$ cat src/flash_irq_pkg.sv
// Constants for the flash controller interrupt block
// Overview of operation
// (RL1) Request changes only on the bus clock
// (RL2) Request is a level, active high
// (RL3) Request high while any masked bit set
// (RL4) Writing one to clear register drops pending
// (RL5) Completed write or erase raises done
// (RL6) Aborted row write raises timeout
// (RL7) Row write ready for word raises next
// (RL8) Each source owns one shared bit position
// (RL9) Software reads each pending bit individually
// (RL10) Enable-set write one enables, zero ignored
// (RL11) Enable-clear write one disables, zero ignored
// (RL12) Status-set write one makes source pending
// (RL13) Unserviced next-word request ends in timeout
// (RL14) Masked bit is pending AND enable
// (RL15) Pending and enable bits reset to zero
package flash_irq_pkg;
    // Number of interrupt sources
    localparam int SRC_W = 3;
    // Bus address width in bits
    localparam int ADR_W = 8;
    // Register byte offsets
    localparam logic [7:0] OFF_ENABLE_SET = 8'h00;
    localparam logic [7:0] OFF_ENABLE_CLEAR = 8'h04;
    localparam logic [7:0] OFF_PENDING_SET = 8'h08;
    localparam logic [7:0] OFF_PENDING_CLEAR = 8'h0C;
    localparam logic [7:0] OFF_MASKED_STATUS = 8'h10;
    // Source bit positions, shared by all five registers
    localparam int BIT_DONE = 0;
    localparam int BIT_TIMEOUT = 1;
    localparam int BIT_NEXT_WORD = 2;
    // Values after reset
    localparam logic [2:0] PENDING_RST = 3'h0;
    localparam logic [2:0] ENABLE_RST = 3'h0;
    localparam logic [31:0] DATA_RST = 32'h00000000;
endpackage

$ cat src/flash_irq_ctrl.sv
// Interrupt pending, enable and request logic with a classic Wishbone slave
//
// Design decisions made here: the Wishbone slave port and the placing of the registers.
`timescale 1ns/1ns
module flash_irq_ctrl
(
    input wire logic clk_i,
    input wire logic rst_i,
    input wire logic cyc_i,
    input wire logic stb_i,
    input wire logic we_i,
    input wire logic [7:0] adr_i,
    input wire logic [31:0] dat_i,
    input wire logic [3:0] sel_i,
    output logic [31:0] dat_o,
    output logic ack_o,
    input wire logic done_pulse_i,
    input wire logic timeout_pulse_i,
    input wire logic next_word_pulse_i,
    output logic irq_o
);

    // Word-aligned address match, used by every decoder
    function automatic logic hit(input logic [7:0] adr, input logic [7:0] off);
        hit = (adr[7:2] == off[7:2]);
    endfunction

    // Raw pending bits
    logic [2:0] pending_ff;
    // Per-source enables
    logic [2:0] enable_ff;
    // Registered bus answer
    logic ack_ff;
    logic [31:0] rdata_ff;
    // Registered request line
    logic irq_ff;
    // Next values
    logic [2:0] nxt_pending;
    logic [2:0] nxt_enable;
    logic [31:0] nxt_rdata;

    // Bus request present
    wire req = cyc_i & stb_i;
    // Write commits at the edge where the master sees ack
    wire wr_commit = req & we_i & ack_ff & sel_i[0];
    // Address decode
    wire sel_en_set = hit(adr_i, flash_irq_pkg::OFF_ENABLE_SET);
    wire sel_en_clr = hit(adr_i, flash_irq_pkg::OFF_ENABLE_CLEAR);
    wire sel_pd_set = hit(adr_i, flash_irq_pkg::OFF_PENDING_SET);
    wire sel_pd_clr = hit(adr_i, flash_irq_pkg::OFF_PENDING_CLEAR);
    wire sel_masked = hit(adr_i, flash_irq_pkg::OFF_MASKED_STATUS);
    // Write strobes per register
    wire wr_en_set = wr_commit & sel_en_set;
    wire wr_en_clr = wr_commit & sel_en_clr;
    wire wr_pd_set = wr_commit & sel_pd_set;
    wire wr_pd_clr = wr_commit & sel_pd_clr;
    wire [2:0] wbits = dat_i[2:0];

    // Hardware events, one bit per source
    wire [2:0] hw_event;
    assign hw_event[flash_irq_pkg::BIT_DONE] = done_pulse_i; // RL5 RL8
    assign hw_event[flash_irq_pkg::BIT_TIMEOUT] = timeout_pulse_i; // RL6 RL13
    assign hw_event[flash_irq_pkg::BIT_NEXT_WORD] = next_word_pulse_i; // RL7

    // Set wins over clear, so an event in the clearing cycle is kept
    assign nxt_pending = (pending_ff & ~({3{wr_pd_clr}} & wbits)) // RL4
        | ({3{wr_pd_set}} & wbits) // RL12
        | hw_event;
    // Zeros in the write data leave enables alone
    assign nxt_enable = (enable_ff & ~({3{wr_en_clr}} & wbits)) // RL11
        | ({3{wr_en_set}} & wbits); // RL10

    // Masked view of pending sources
    wire [2:0] masked = pending_ff & enable_ff; // RL14

    // Read mux; enable and pending each show from two offsets
    assign nxt_rdata = (sel_en_set | sel_en_clr) ? {29'h0, enable_ff} // RL10 RL11
        : (sel_pd_set | sel_pd_clr) ? {29'h0, pending_ff} // RL9 RL12
        : sel_masked ? {29'h0, masked} // RL14
        : flash_irq_pkg::DATA_RST;

    // Interrupt state; cleared by reset so the request starts low
    always_ff @(posedge clk_i)
    begin
        if (rst_i)
        begin
            pending_ff <= flash_irq_pkg::PENDING_RST; // RL15
            enable_ff <= flash_irq_pkg::ENABLE_RST; // RL15
        end
        else
        begin
            pending_ff <= nxt_pending;
            enable_ff <= nxt_enable;
        end
    end

    // Request follows next-state so it tracks pending without extra lag
    always_ff @(posedge clk_i)
    begin
        if (rst_i)
            irq_ff <= 1'b0;
        else
            irq_ff <= |(nxt_pending & nxt_enable); // RL1 RL2 RL3
    end

    // Bus answer: ack one cycle after the request, dropped the cycle after
    always_ff @(posedge clk_i)
    begin
        if (rst_i)
        begin
            ack_ff <= 1'b0;
            rdata_ff <= flash_irq_pkg::DATA_RST;
        end
        else
        begin
            ack_ff <= req & ~ack_ff;
            // Unmapped offsets answer with zero data
            rdata_ff <= (req & ~ack_ff & ~we_i) ? nxt_rdata : flash_irq_pkg::DATA_RST;
        end
    end

    assign ack_o = ack_ff;
    assign dat_o = rdata_ff;
    assign irq_o = irq_ff;
endmodule

$ cat config.mk
export PLATFORM = sky130hd
export DESIGN_NAME = flash_irq_ctrl
export DESIGN_NICKNAME = d
export VERILOG_FILES = /design/src/flash_irq_pkg.sv /design/src/flash_irq_ctrl.sv
export SDC_FILE = /design/constraint.sdc
export NUM_CORES = 1
export LEC_CHECK = 0
export BUFFER_PORTS_ARGS = -buffer_cell sky130_fd_sc_hd__buf_2
export CAP_MARGIN = 10
export CELL_PAD_IN_SITES_DETAIL_PLACEMENT = 0
export CELL_PAD_IN_SITES_GLOBAL_PLACEMENT = 1
export CORE_MARGIN = 8
export CORE_UTILIZATION = 21
export CTS_CLUSTER_DIAMETER = 80
export DETAILED_ROUTE_END_ITERATION = 6
export HOLD_SLACK_MARGIN = 0.08
export PLACE_DENSITY_LB_ADDON = 0.1
export SETUP_SLACK_MARGIN = 0.2
export SLEW_MARGIN = 20
export SYNTH_ARGS = -nofsm -noshare
export SYNTH_HDL_FRONTEND = slang
export SYNTH_SLANG_ARGS = --single-unit
$ cat constraint.sdc
create_clock -name clk_i -period 4.6 [get_ports clk_i]
set_input_delay 0.23 -clock clk_i [delete_from_list [all_inputs] [get_ports clk_i]]
set_output_delay 0.23 -clock clk_i [all_outputs]
set_load 0.05 [all_outputs]
After elaboration in Yosys (flattened, before gate mapping)
Cells that the tools add are included.
Storage, ports and cells
  bits in registers: 40
  bits of input ports: 52
  output and inout bits: 34
  word-level logic and storage cells: 45
Cells by class
  equality and inequality tests: 4
  mux-type cells: 3
  bitwise logic cells: 28
  reductions and logical operators: 4
Operator list (count)
  $and 3x3->3: 8
  $eq 6x2->1 const B: 2
  $and 1x1->1: 10
  $mux 3: 3
  $or 3x3->3: 3
  $eq 6x1->1 const B: 1
  $eq 6x3->1 const B: 1
  $logic_not 6->1: 1
  $not 3->3: 2
  $reduce_or 4->1: 1
  $not 1->1: 3
  $reduce_or 3->1: 1
  $or 1x1->1: 2
  $reduce_or 2->1: 1

Longest topological paths before layout
Gate-level depths: netlist of run 1.
  word-level depth: 12
  depth in mapped cells: 5

Worst setup path after synthesis of run 1
OpenSTA, ideal clock, no wires.
  kind: register to register
  start point: register ack_ff, in the netlist ack_o
  end point: register irq_ff, in the netlist irq_o
  setup time: 137 ps
  data arrival time: 1620 ps
  data required time: 4463 ps
  path slack: 2843 ps
  cell stages (with the launch flop): 6
  path buffers: 0
  period minus slack after synthesis: 1757 ps
  cell sequence: dfxtp_1 -> nand2_1 -> or4_4 -> nand3_1 -> o21a_1 -> o221ai_1
Between the ends
  word-level cells in the longest chain between the ends: 10
Ends and longest elaborated chain
  from (decl): line flash_irq_ctrl.sv:33  | logic ack_ff;
  from (signal assigned): line flash_irq_ctrl.sv:116  | ack_ff <= req & ~ack_ff;
  $and 1x1->1 * (2 in series): line flash_irq_ctrl.sv:45  | wire wr_commit = req & we_i & ack_ff & sel_i[0];
  $and 1x1->1: line flash_irq_ctrl.sv:56  | wire wr_pd_clr = wr_commit & sel_pd_clr;
  $and 3x3->3: line flash_irq_ctrl.sv:66  | assign nxt_pending = (pending_ff & ~({3{wr_pd_clr}} & wbits))
  $not 3->3: line flash_irq_ctrl.sv:66
  $and 3x3->3: line flash_irq_ctrl.sv:66
  $or 3x3->3: line flash_irq_ctrl.sv:67  | | ({3{wr_pd_set}} & wbits)
  $or 3x3->3: line flash_irq_ctrl.sv:68  | | hw_event;
  $and 3x3->3 *: line flash_irq_ctrl.sv:103  | irq_ff <= |(nxt_pending & nxt_enable);
  $reduce_or 3->1 *: line flash_irq_ctrl.sv:103
  to (signal assigned): line flash_irq_ctrl.sv:103
  to (decl): line flash_irq_ctrl.sv:36  | logic irq_ff;
Mark *: on every way between the ends. The rest lies on a longest branch, timed or not.
A chain may end at the register's enable or synchronous reset.

Final worst setup path of run 1
  start point: input adr_i[4]
  end point: register irq_ff, in the netlist irq_o
Between the ends
  word-level cells in the longest chain between the ends: 9
Ends and longest elaborated chain
  from (decl): line flash_irq_ctrl.sv:12  | input wire logic [7:0] adr_i,
  $eq 6x2->1: line flash_irq_ctrl.sv:25  | hit = (adr[7:2] == off[7:2]);
  $and 1x1->1: line flash_irq_ctrl.sv:56
  $and 3x3->3: line flash_irq_ctrl.sv:66
  $not 3->3: line flash_irq_ctrl.sv:66
  $and 3x3->3: line flash_irq_ctrl.sv:66
  $or 3x3->3: line flash_irq_ctrl.sv:67
  $or 3x3->3: line flash_irq_ctrl.sv:68
  $and 3x3->3 *: line flash_irq_ctrl.sv:103
  $reduce_or 3->1 *: line flash_irq_ctrl.sv:103
Marks and branches as above.

==> results of run 1 <==
==> per-layer routing <==
| layer | global-route usage | share of wire |
|---|---|---|
| met1 | 0.0847 | 0.44 |
| met3 | 0.0360 | 0.14 |
| met2 | 0.104 | 0.41 |
| met5 | 0 | 0 |
| met4 | 0.0196 | 0.0052 |
==> power by group through the flow <==
stage,Clock [mW],Sequential (mW),Combinational (mW)
after floorplan,0,0.102,0.0781
after global placement,0,0.101,0.0724
after detailed placement,0,0.101,0.0725
after CTS,0.0699,0.0988,0.0726
after global routing,0.0741,0.0991,0.0779
final,0.0657,0.0988,0.0734
==> cell families after synthesis <==
kind of cell,Yosys count,synth area share
AO/OA/AOI/OAI,16,0.141
other,1,0.00514
buffers and inverters,35,0.329
AND/OR/NAND/NOR,27,0.194
flip-flops,11,0.302
multiplexers,2,0.0292
==> area by class of cell <==
type | instances | area (sq um) | area share
tap | 46 | 57.6 | 0.0710
timing repair buffer | 22 | 110 | 0.136
inverter | 6 | 22.5 | 0.0278
sequential | 11 | 220 | 0.272
multi-input combinational | 74 | 374 | 0.461
clock buffer | 4 | 26.3 | 0.0324
==> synthesized netlist by cell type, drive strengths merged <==
cell / instances / share of area
mux2: 1 / 0.015
conb: 1 / 0.0051
o31ai: 1 / 0.010
and4: 1 / 0.012
nor4: 2 / 0.017
nor3: 1 / 0.0069
nand3: 5 / 0.034
o21ai: 4 / 0.027
a41o: 1 / 0.014
a31oi: 1 / 0.0086
a21oi: 5 / 0.034
inv: 6 / 0.031
buf: 29 / 0.30
nand4: 2 / 0.017
or4: 2 / 0.031
mux2i: 1 / 0.014
nand2: 8 / 0.041
o221ai: 1 / 0.012
o31a: 1 / 0.012
nand2b: 1 / 0.0086
o21a: 1 / 0.010
a31o: 1 / 0.012
dfxtp: 11 / 0.30
nor2: 5 / 0.026
==> worst max-delay path: stages <==
cell and delay [ns]:
buf_2 0.10, or4_4 0.55, nor2_1 0.50, a31oi_1 0.20
o31ai_1 0.27, o221ai_1 0.16
==> state kept, by name (all words and copies together), names as in the netlist <==
register / flops
ack_o: 1
pending_ff: 3
irq_o: 1
enable_ff: 3
dat_o: 3
==> final timing paths <==
check	cells past startpoint	slack, ns	endpoint	from
min	2	0.18	pending_ff[1]	rst_i
max	6	2.69	irq_o	adr_i[4]
max reg2reg	5	3.03	irq_o	ack_o
min reg2reg	1	0.48	ack_o	ack_o
==> flow_metrics.py, run 1 <==
metrics = {
    "route": {
        "ant_nets": 0,
        "drt-initial-drc-count": 27,
        "viasPerCell": 3.74,
        "routed_wl_mm": 1.91,
        "wl_per_cell_microns": 11.7,
        "dr.pass1.iters": 4,
        "drcViolationCount": 0,
        "vias": 610,
    },
    "finish": {
        "final_cell_mix": "conb_1, buf_2, dfxtp_1, nand2_1, inv_1",
        "layoutNonFillerInstCount": 163,
        "syn2layout_area_growth_pct": 11.1,
        "final_area_sq_um": 811,
        "diodes": 0,
        "layout_commonest_cell": "conb_1",
        "fillerInstances": 402,
        "drive_above_1_share": 0.248,
        "layout.nets": 170,
        "post-route-util": 0.243,
    },
    "placed_design": {
        "io_buffers": 22,
        "dp_hpwl_mm": 1.64,
        "dp_cells": 159,
        "place_area_sq_um": 785,
        "dp_slack_ns": 2.39,
        "place.gp.congestion": 0.744,
    },
    "clock_network": {
        "clockBufferDepth": 2,
        "hold_buffers": 0,
        "numCtsBuffers": 3,
        "clk_latency_ns": 0.26,
        "clkTransAtPathRegs_ns": 0.07,
        "ctsResizeCount": 0,
        "clock_sinks": 11,
        "htree_num_levels": 1,
        "cts_root_buffer": "clkbuf_4",
        "cts_setup_buffers": 0,
        "cts_tree": "built",
    },
    "status": {
        "status": "complete, no violations",
    },
    "global_route": {
        "grt_pass1_wl_mm": 2.99,
        "grt_start_max_net_pins": 10,
        "grt.overflow.total": 0,
        "grt_usage": 0.0696,
        "grt_pass1_vias": 663,
        "antenna_found_initial": 0,
    },
    "critical_path": {
        "crit_path_end_kind": "flop",
        "cp_max_fo": 9,
        "worstPathRequired_ns": 4.73,
        "crit_arrival_ns": 2.03,
        "criticalPathCategory": "in -> reg",
        "critPathLaunchType": "input port",
    },
    "die": {
        "die_area_sq_um": 5620,
        "num_io_pins": 86,
        "initial_core_util": 0.219,
        "die_x_microns": 74.9,
        "core_sq_um": 3340,
        "die_h_microns": 74.9,
        "row_count": 21,
    },
    "synthesis": {
        "syn_area_sq_um": 729,
        "ys_types": 24,
        "avgSynthCellArea_sq_um": 7.93,
        "syn_inst": 92,
        "synth-seq-cells": 11,
        "yosysSeqAreaShare": 0.302,
        "yosysWarningCount": 0,
    },
    "timing": {
        "skew_ns": 0.00561,
        "hold_viol_final": 0,
        "fmax_mhz": 524,
        "relSlewSlack": 0.580,
        "grt_setup_unrepaired": "false",
        "min_period_over_period": 0.414,
        "timing.hold.ws_ns": 0.180,
        "fin_tns_setup_ns": 0,
        "report.final.setup_viol": 0,
        "tightest_slew_ns": 0.627,
        "fin_ws_ns": 2.69,
        "period_minus_slack_ns": 1.91,
        "slew_viol_final": 0,
    },
    "hold_path": {
        "hp-class": "in -> reg",
    },
    "power": {
        "power.total_mw": 0.238,
        "swShare": 0.411,
        "clock_power_share": 0.276,
        "internal-power_mw": 0.140,
        "power.switching_mw": 0.0977,
        "pwr_density_cell_nw_per_um2": 293,
        "max-vdd-ir-drop_mv": 0.0818,
        "seqPwrFrac": 0.415,
        "p_leak_nw": 0.394,
        "combPwrFrac": 0.309,
    },
    "job": {
        "maxCapViolCount": 0,
    },
}
No activity file was read; power rests on OpenSTA's default activity.
==> inputs of run 2 (changes only) <==
CORE_UTILIZATION = 20   (was 21)
clock period = 1.95 ns   (was 4.6 ns; I/O delays follow)
==> run 2 against run 1 <==
Non-clock buffer count rose by 7; utilization is 0.70 points higher; total power is 140% higher; wire length increased by 6.2%; clock power increased by 140%; critical path depth rose by 1.
==> flow_metrics.py, run 2 (same netlist as run 1, synthesis figures left out) <==
metrics = {
    "hold_path": {
        "holdPathEnd": "pending_ff[1]",
        "hold_depth": 4,
        "hold_path_startpoint": "timeout_pulse_i",
        "hp-class": "in -> reg",
    },
    "finish": {
        "layoutNonFillerInstCount": 172,
        "layout.nets": 177,
        "syn2layout_area_growth_pct": 22.6,
        "final_cell_mix": "conb_1, buf_2, dfxtp_1, nand2_1, inv_1",
        "layout_commonest_cell": "conb_1",
        "diodes": 0,
        "drive_above_1_share": 0.266,
    },
    "placed_design": {
        "place.gp.congestion": 0.750,
        "dp_cells": 163,
        "dp_hpwl_mm": 1.70,
        "dp_slack_ns": 0.135,
        "io_buffers": 22,
    },
    "route": {
        "routed_wl_mm": 2.03,
        "drcViolationCount": 0,
        "drt-initial-drc-count": 10,
        "viasPerCell": 3.75,
        "wl_per_cell_microns": 11.8,
        "dr.pass1.iters": 4,
        "ant_nets": 0,
        "vias": 645,
    },
    "global_route": {
        "grt_pass1_vias": 712,
        "grt_usage": 0.0740,
        "grt_start_max_net_pins": 10,
        "antenna_found_initial": 0,
        "grt_pass1_wl_mm": 3.48,
        "grt.overflow.total": 0,
    },
    "timing": {
        "slew_viol_final": 0,
        "fmax_mhz": 628,
        "fin_ws_ns": 0.357,
        "skew_ns": 0.00110,
        "fin_tns_setup_ns": 0,
        "period_minus_slack_ns": 1.59,
        "grt_setup_unrepaired": "false",
        "timing.hold.ws_ns": 0.142,
        "report.final.setup_viol": 0,
        "min_period_over_period": 0.817,
        "hold_viol_final": 0,
    },
    "die": {
        "die_h_microns": 76.4,
        "row_count": 22,
        "die_x_microns": 76.4,
        "num_io_pins": 86,
        "initial_core_util": 0.204,
        "core_sq_um": 3580,
        "die_area_sq_um": 5840,
    },
    "power": {
        "internal-power_mw": 0.339,
        "power.total_mw": 0.575,
        "clock_power_share": 0.277,
        "combPwrFrac": 0.318,
        "seqPwrFrac": 0.405,
        "max-vdd-ir-drop_mv": 0.128,
        "swShare": 0.411,
        "pwr_density_cell_nw_per_um2": 643,
        "p_leak_nw": 0.431,
        "power.switching_mw": 0.237,
    },
    "critical_path": {
        "crit_arrival_ns": 1.73,
        "crit_path_end_kind": "flop",
        "startpoint": "stb_i",
        "timing.rr.end": "irq_o",
        "rrSetupSlack_ns": 0.48,
        "critPathLaunchType": "input port",
        "rr_worst_depth": 5,
        "criticalPathCategory": "in -> reg",
        "cp_max_fo": 7,
        "reg2reg_from": "ack_o",
        "worstPathRequired_ns": 2.08,
    },
    "clock_network": {
        "cts_root_buffer": "clkbuf_4",
        "clock_sinks": 11,
        "numCtsBuffers": 3,
        "cts_tree": "built",
        "clockBufferDepth": 2,
        "cts_setup_buffers": 0,
        "clk_latency_ns": 0.27,
        "htree_num_levels": 1,
        "clkTransAtPathRegs_ns": 0.07,
    },
    "status": {
        "status": "complete, no violations",
    },
    "job": {
        "maxCapViolCount": 0,
    },
}
## run 2: cell types whose count changed in the layout (fill, tap and decap cells not counted)
| cell | delta |
|---|---|
| nor2_2 | +1 |
| dfxtp_2 | +1 |
| buf_4 | +1 |
| buf_12 | +1 |
| nor2_1 | -1 |
| dlygate4sd3_1 | +5 |
| dfxtp_1 | -1 |
## run 2: area by class of cell
cell class / instances / area, sq um
multi-input combinational: 74 / 377
tap: 48 / 60.1
sequential: 11 / 221
fill: 409 / 2680
clock buffer: 4 / 26.3
timing repair buffer: 29 / 188
inverter: 6 / 22.5
## run 2: per-layer routing
metal | routed length [microns] | vias to the layer above | track usage
met1 | 959 | 289 | 0.0840
met3 | 149 | 2 | 0.0248
li1 | - | 324 | -
met4 | 31 | 0 | 0.0462
met2 | 891 | 30 | 0.117
met5 | 0 | - | 0
## run 2: what timing repair did
action / 4_1_cts / 5_1_grt
hold endpoints to repair: 4 / 0
endpoints found under the setup margin: 0 / 1
gates resized for setup: 0 / 1
hold buffers: 5 / 0
## run 2: worst max-delay path: stages
cell           delay, ns
dlygate4sd3_1       0.52
buf_2               0.11
nand3_1             0.10
nor2_2              0.27
a31oi_1             0.16
o31ai_1             0.29
o221ai_1            0.17
## run 2: metrics by stage
stage | utilization | area [sq um]
3_3_place_gp | 0.228 | 816
3_5_place_dp | 0.228 | 816
2_1_floorplan | - | 836
6_report | 0.250 | 895
5_1_grt | 0.250 | 895
4_1_cts | 0.249 | 892
## run 2: power groups by stage
stage                     registers [mW]  logic (mW)  clock network [mW]
after CTS                          0.233       0.181               0.175
after floorplan                    0.241       0.184                   0
after detailed placement           0.238       0.173                   0
after global placement             0.238       0.174                   0
final                              0.233       0.183               0.159
after global routing               0.234       0.194               0.184
## run 2: worst max-delay path by stage
stage / to / slack [ns]
6_report: irq_o / 0.36
5_1_grt: irq_o / 0.27
4_1_cts: irq_o / 0.22
3_5_place_dp: irq_o / 0.13
3_3_place_gp: irq_o / 0.12
2_1_floorplan: irq_o / 0.38
==> inputs of run 3 (changes only) <==
CORE_UTILIZATION = 18   (was 20)
clock period = 1.4 ns   (was 1.95 ns; I/O delays follow)
==> run 3 against run 2 <==
The flow now finishes with violations (setup timing); via count grew 2.9%; die area up 8.7%; critical path depth decreased by 1; register-to-register slack worse by 0.44 ns; clock power is 100% higher; critical endpoint unchanged; highest routed layer is now met3; final cell count increased by 1.7%; total power grew 60%; worst setup slack worse by 0.36 ns; non-clock buffer count increased by 1; largest power group unchanged; largest cell class unchanged; clock skew up 0.0048 ns; global-route usage shrank 0.49 points.
==> flow_metrics.py, run 3 (same netlist as run 1, synthesis figures left out) <==
metrics = {
    "status": {
        "status": "complete, but fails checks",
        "violations": "setup timing",
    },
    "timing": {
        "timing.hold.ws_ns": 0.0622,
        "slew_viol_final": 0,
        "skew_ns": 0.00587,
        "fin_ws_ns": -0.00167,
        "period_minus_slack_ns": 1.40,
        "grt_setup_unrepaired": "true",
        "fmax_mhz": 713,
        "min_period_over_period": 1.00,
        "report.final.setup_viol": 1,
        "hold_viol_final": 0,
    },
    "critical_path": {
        "path_cells": "buf_6 -> or4_4 -> or4_4 -> nand3_2 -> o21a_1 -> o221ai_2",
        "reg2reg_from": "ack_o",
        "cp_common_cell": "or4_4",
        "crit_arrival_ns": 1.51,
        "startpoint": "adr_i[4]",
        "worstPathRequired_ns": 1.51,
        "crit_path_max_incr_delay_ns": 0.58,
        "cp_max_fo": 4,
        "crit_path_end_kind": "flop",
        "criticalPathCategory": "in -> reg",
        "cp_slowest_cell": "or4_4",
        "critPathLaunchType": "input port",
    },
    "clock_network": {
        "clk_latency_ns": 0.24,
        "cts_root_buffer": "clkbuf_8",
        "clkTransAtPathRegs_ns": 0.05,
        "clock_sinks": 11,
        "htree_num_levels": 1,
        "cts_setup_buffers": 0,
        "numCtsBuffers": 3,
        "clockBufferDepth": 2,
        "cts_tree": "built",
    },
    "global_route": {
        "grt.overflow.total": 0,
        "grt_pass1_wl_mm": 3.43,
        "antenna_found_initial": 0,
        "grt_start_max_net_pins": 8,
        "grt_pass1_vias": 712,
        "grt_usage": 0.0691,
    },
    "route": {
        "routed_wl_mm": 2.23,
        "ant_nets": 0,
        "drt-initial-drc-count": 33,
        "wl_per_cell_microns": 12.7,
        "dr.pass1.iters": 4,
        "vias": 664,
        "viasPerCell": 3.79,
        "drcViolationCount": 0,
    },
    "die": {
        "initial_core_util": 0.185,
        "die_h_microns": 79.7,
        "num_io_pins": 86,
        "die_x_microns": 79.7,
        "core_sq_um": 3940,
        "die_area_sq_um": 6350,
        "row_count": 23,
    },
    "power": {
        "internal-power_mw": 0.567,
        "max-vdd-ir-drop_mv": 0.262,
        "clock_power_share": 0.348,
        "power.switching_mw": 0.351,
        "combPwrFrac": 0.298,
        "swShare": 0.382,
        "power.total_mw": 0.918,
        "pwr_density_cell_nw_per_um2": 897,
        "p_leak_nw": 0.475,
        "seqPwrFrac": 0.354,
    },
    "placed_design": {
        "io_buffers": 22,
        "dp_cells": 170,
        "dp_slack_ns": -0.366,
        "place.gp.congestion": 0.741,
        "place_area_sq_um": 853,
        "dp_hpwl_mm": 1.85,
    },
    "finish": {
        "layout.nets": 178,
        "final_cell_mix": "conb_1, buf_2, dfxtp_1, nand2_1, inv_1",
        "drive_above_1_share": 0.416,
        "layout_commonest_cell": "conb_1",
        "final_area_sq_um": 1020,
        "syn2layout_area_growth_pct": 40.3,
        "fillerInstances": 445,
        "diodes": 0,
        "layoutNonFillerInstCount": 175,
    },
    "job": {
        "maxCapViolCount": 0,
    },
    "hold_path": {
        "hold_path_startpoint": "rst_i",
        "hp-class": "in -> reg",
    },
}
-- run 3: changes by cell type in the layout (fill, tap and decap cells not counted), sizes merged --
cell         change
buf              +5
dlygate4sd3      -4
-- run 3: final timing paths --
kind                         to  slack (ns)  cells after the start
setup / recovery          irq_o      -0.002                      6
setup reg to reg          irq_o        0.04                      5
hold reg to reg        dat_o[0]        0.48                      2
hold / removal    pending_ff[1]        0.06                      2
-- run 3: worst max-delay path, delay by kind of cell --
family                 cells  cell delay (ns)
buffers and inverters      1             0.09
AO/OA/AOI/OAI              2             0.24
AND/OR/NAND/NOR            3             1.10
-- run 3: what timing repair did --
item                       4_1_cts  5_1_grt
hold buffers                     2        0
pin swaps                        7       13
setup endpoints to repair       10       10
gates resized for setup         15        8
hold endpoints to repair         3        0
-- run 3: power groups by stage --
stage	logic [mW]	registers, mW	clock network [mW]
after CTS	0.267	0.325	0.331
after floorplan	0.257	0.334	0
after detailed placement	0.246	0.331	0
final	0.273	0.325	0.320
after global placement	0.248	0.331	0
after global routing	0.288	0.326	0.352
-- run 3: routing by layer --
layer | vias to the layer above | global-route usage | wire, microns
met4 | 0 | 0.0222 | 0
met2 | 34 | 0.108 | 1020
met5 | - | 0 | 0
li1 | 325 | - | -
met3 | 0 | 0.0304 | 232
met1 | 305 | 0.0826 | 974
-- run 3: stage by stage --
| stage | util | setup TNS [ns] |
|---|---|---|
| final | 0.260 | -0.00167 |
| after global routing | 0.260 | -0.0392 |
| after CTS | 0.252 | -0.0118 |
| after detailed placement | 0.216 | -1.38 |
| after global placement | 0.216 | -1.50 |
| after floorplan | - | -0.199 |
-- run 3: area by class of cell --
class / instances / area (sq um) / share of cell area
Inverter: 6 / 22.5 / 0.0220
Tap cell: 50 / 62.6 / 0.0611
Timing Repair Buffer: 30 / 196 / 0.192
Sequential cell: 11 / 224 / 0.219
Multi-Input combinational cell: 74 / 473 / 0.462
Clock buffer: 4 / 45.0 / 0.0440
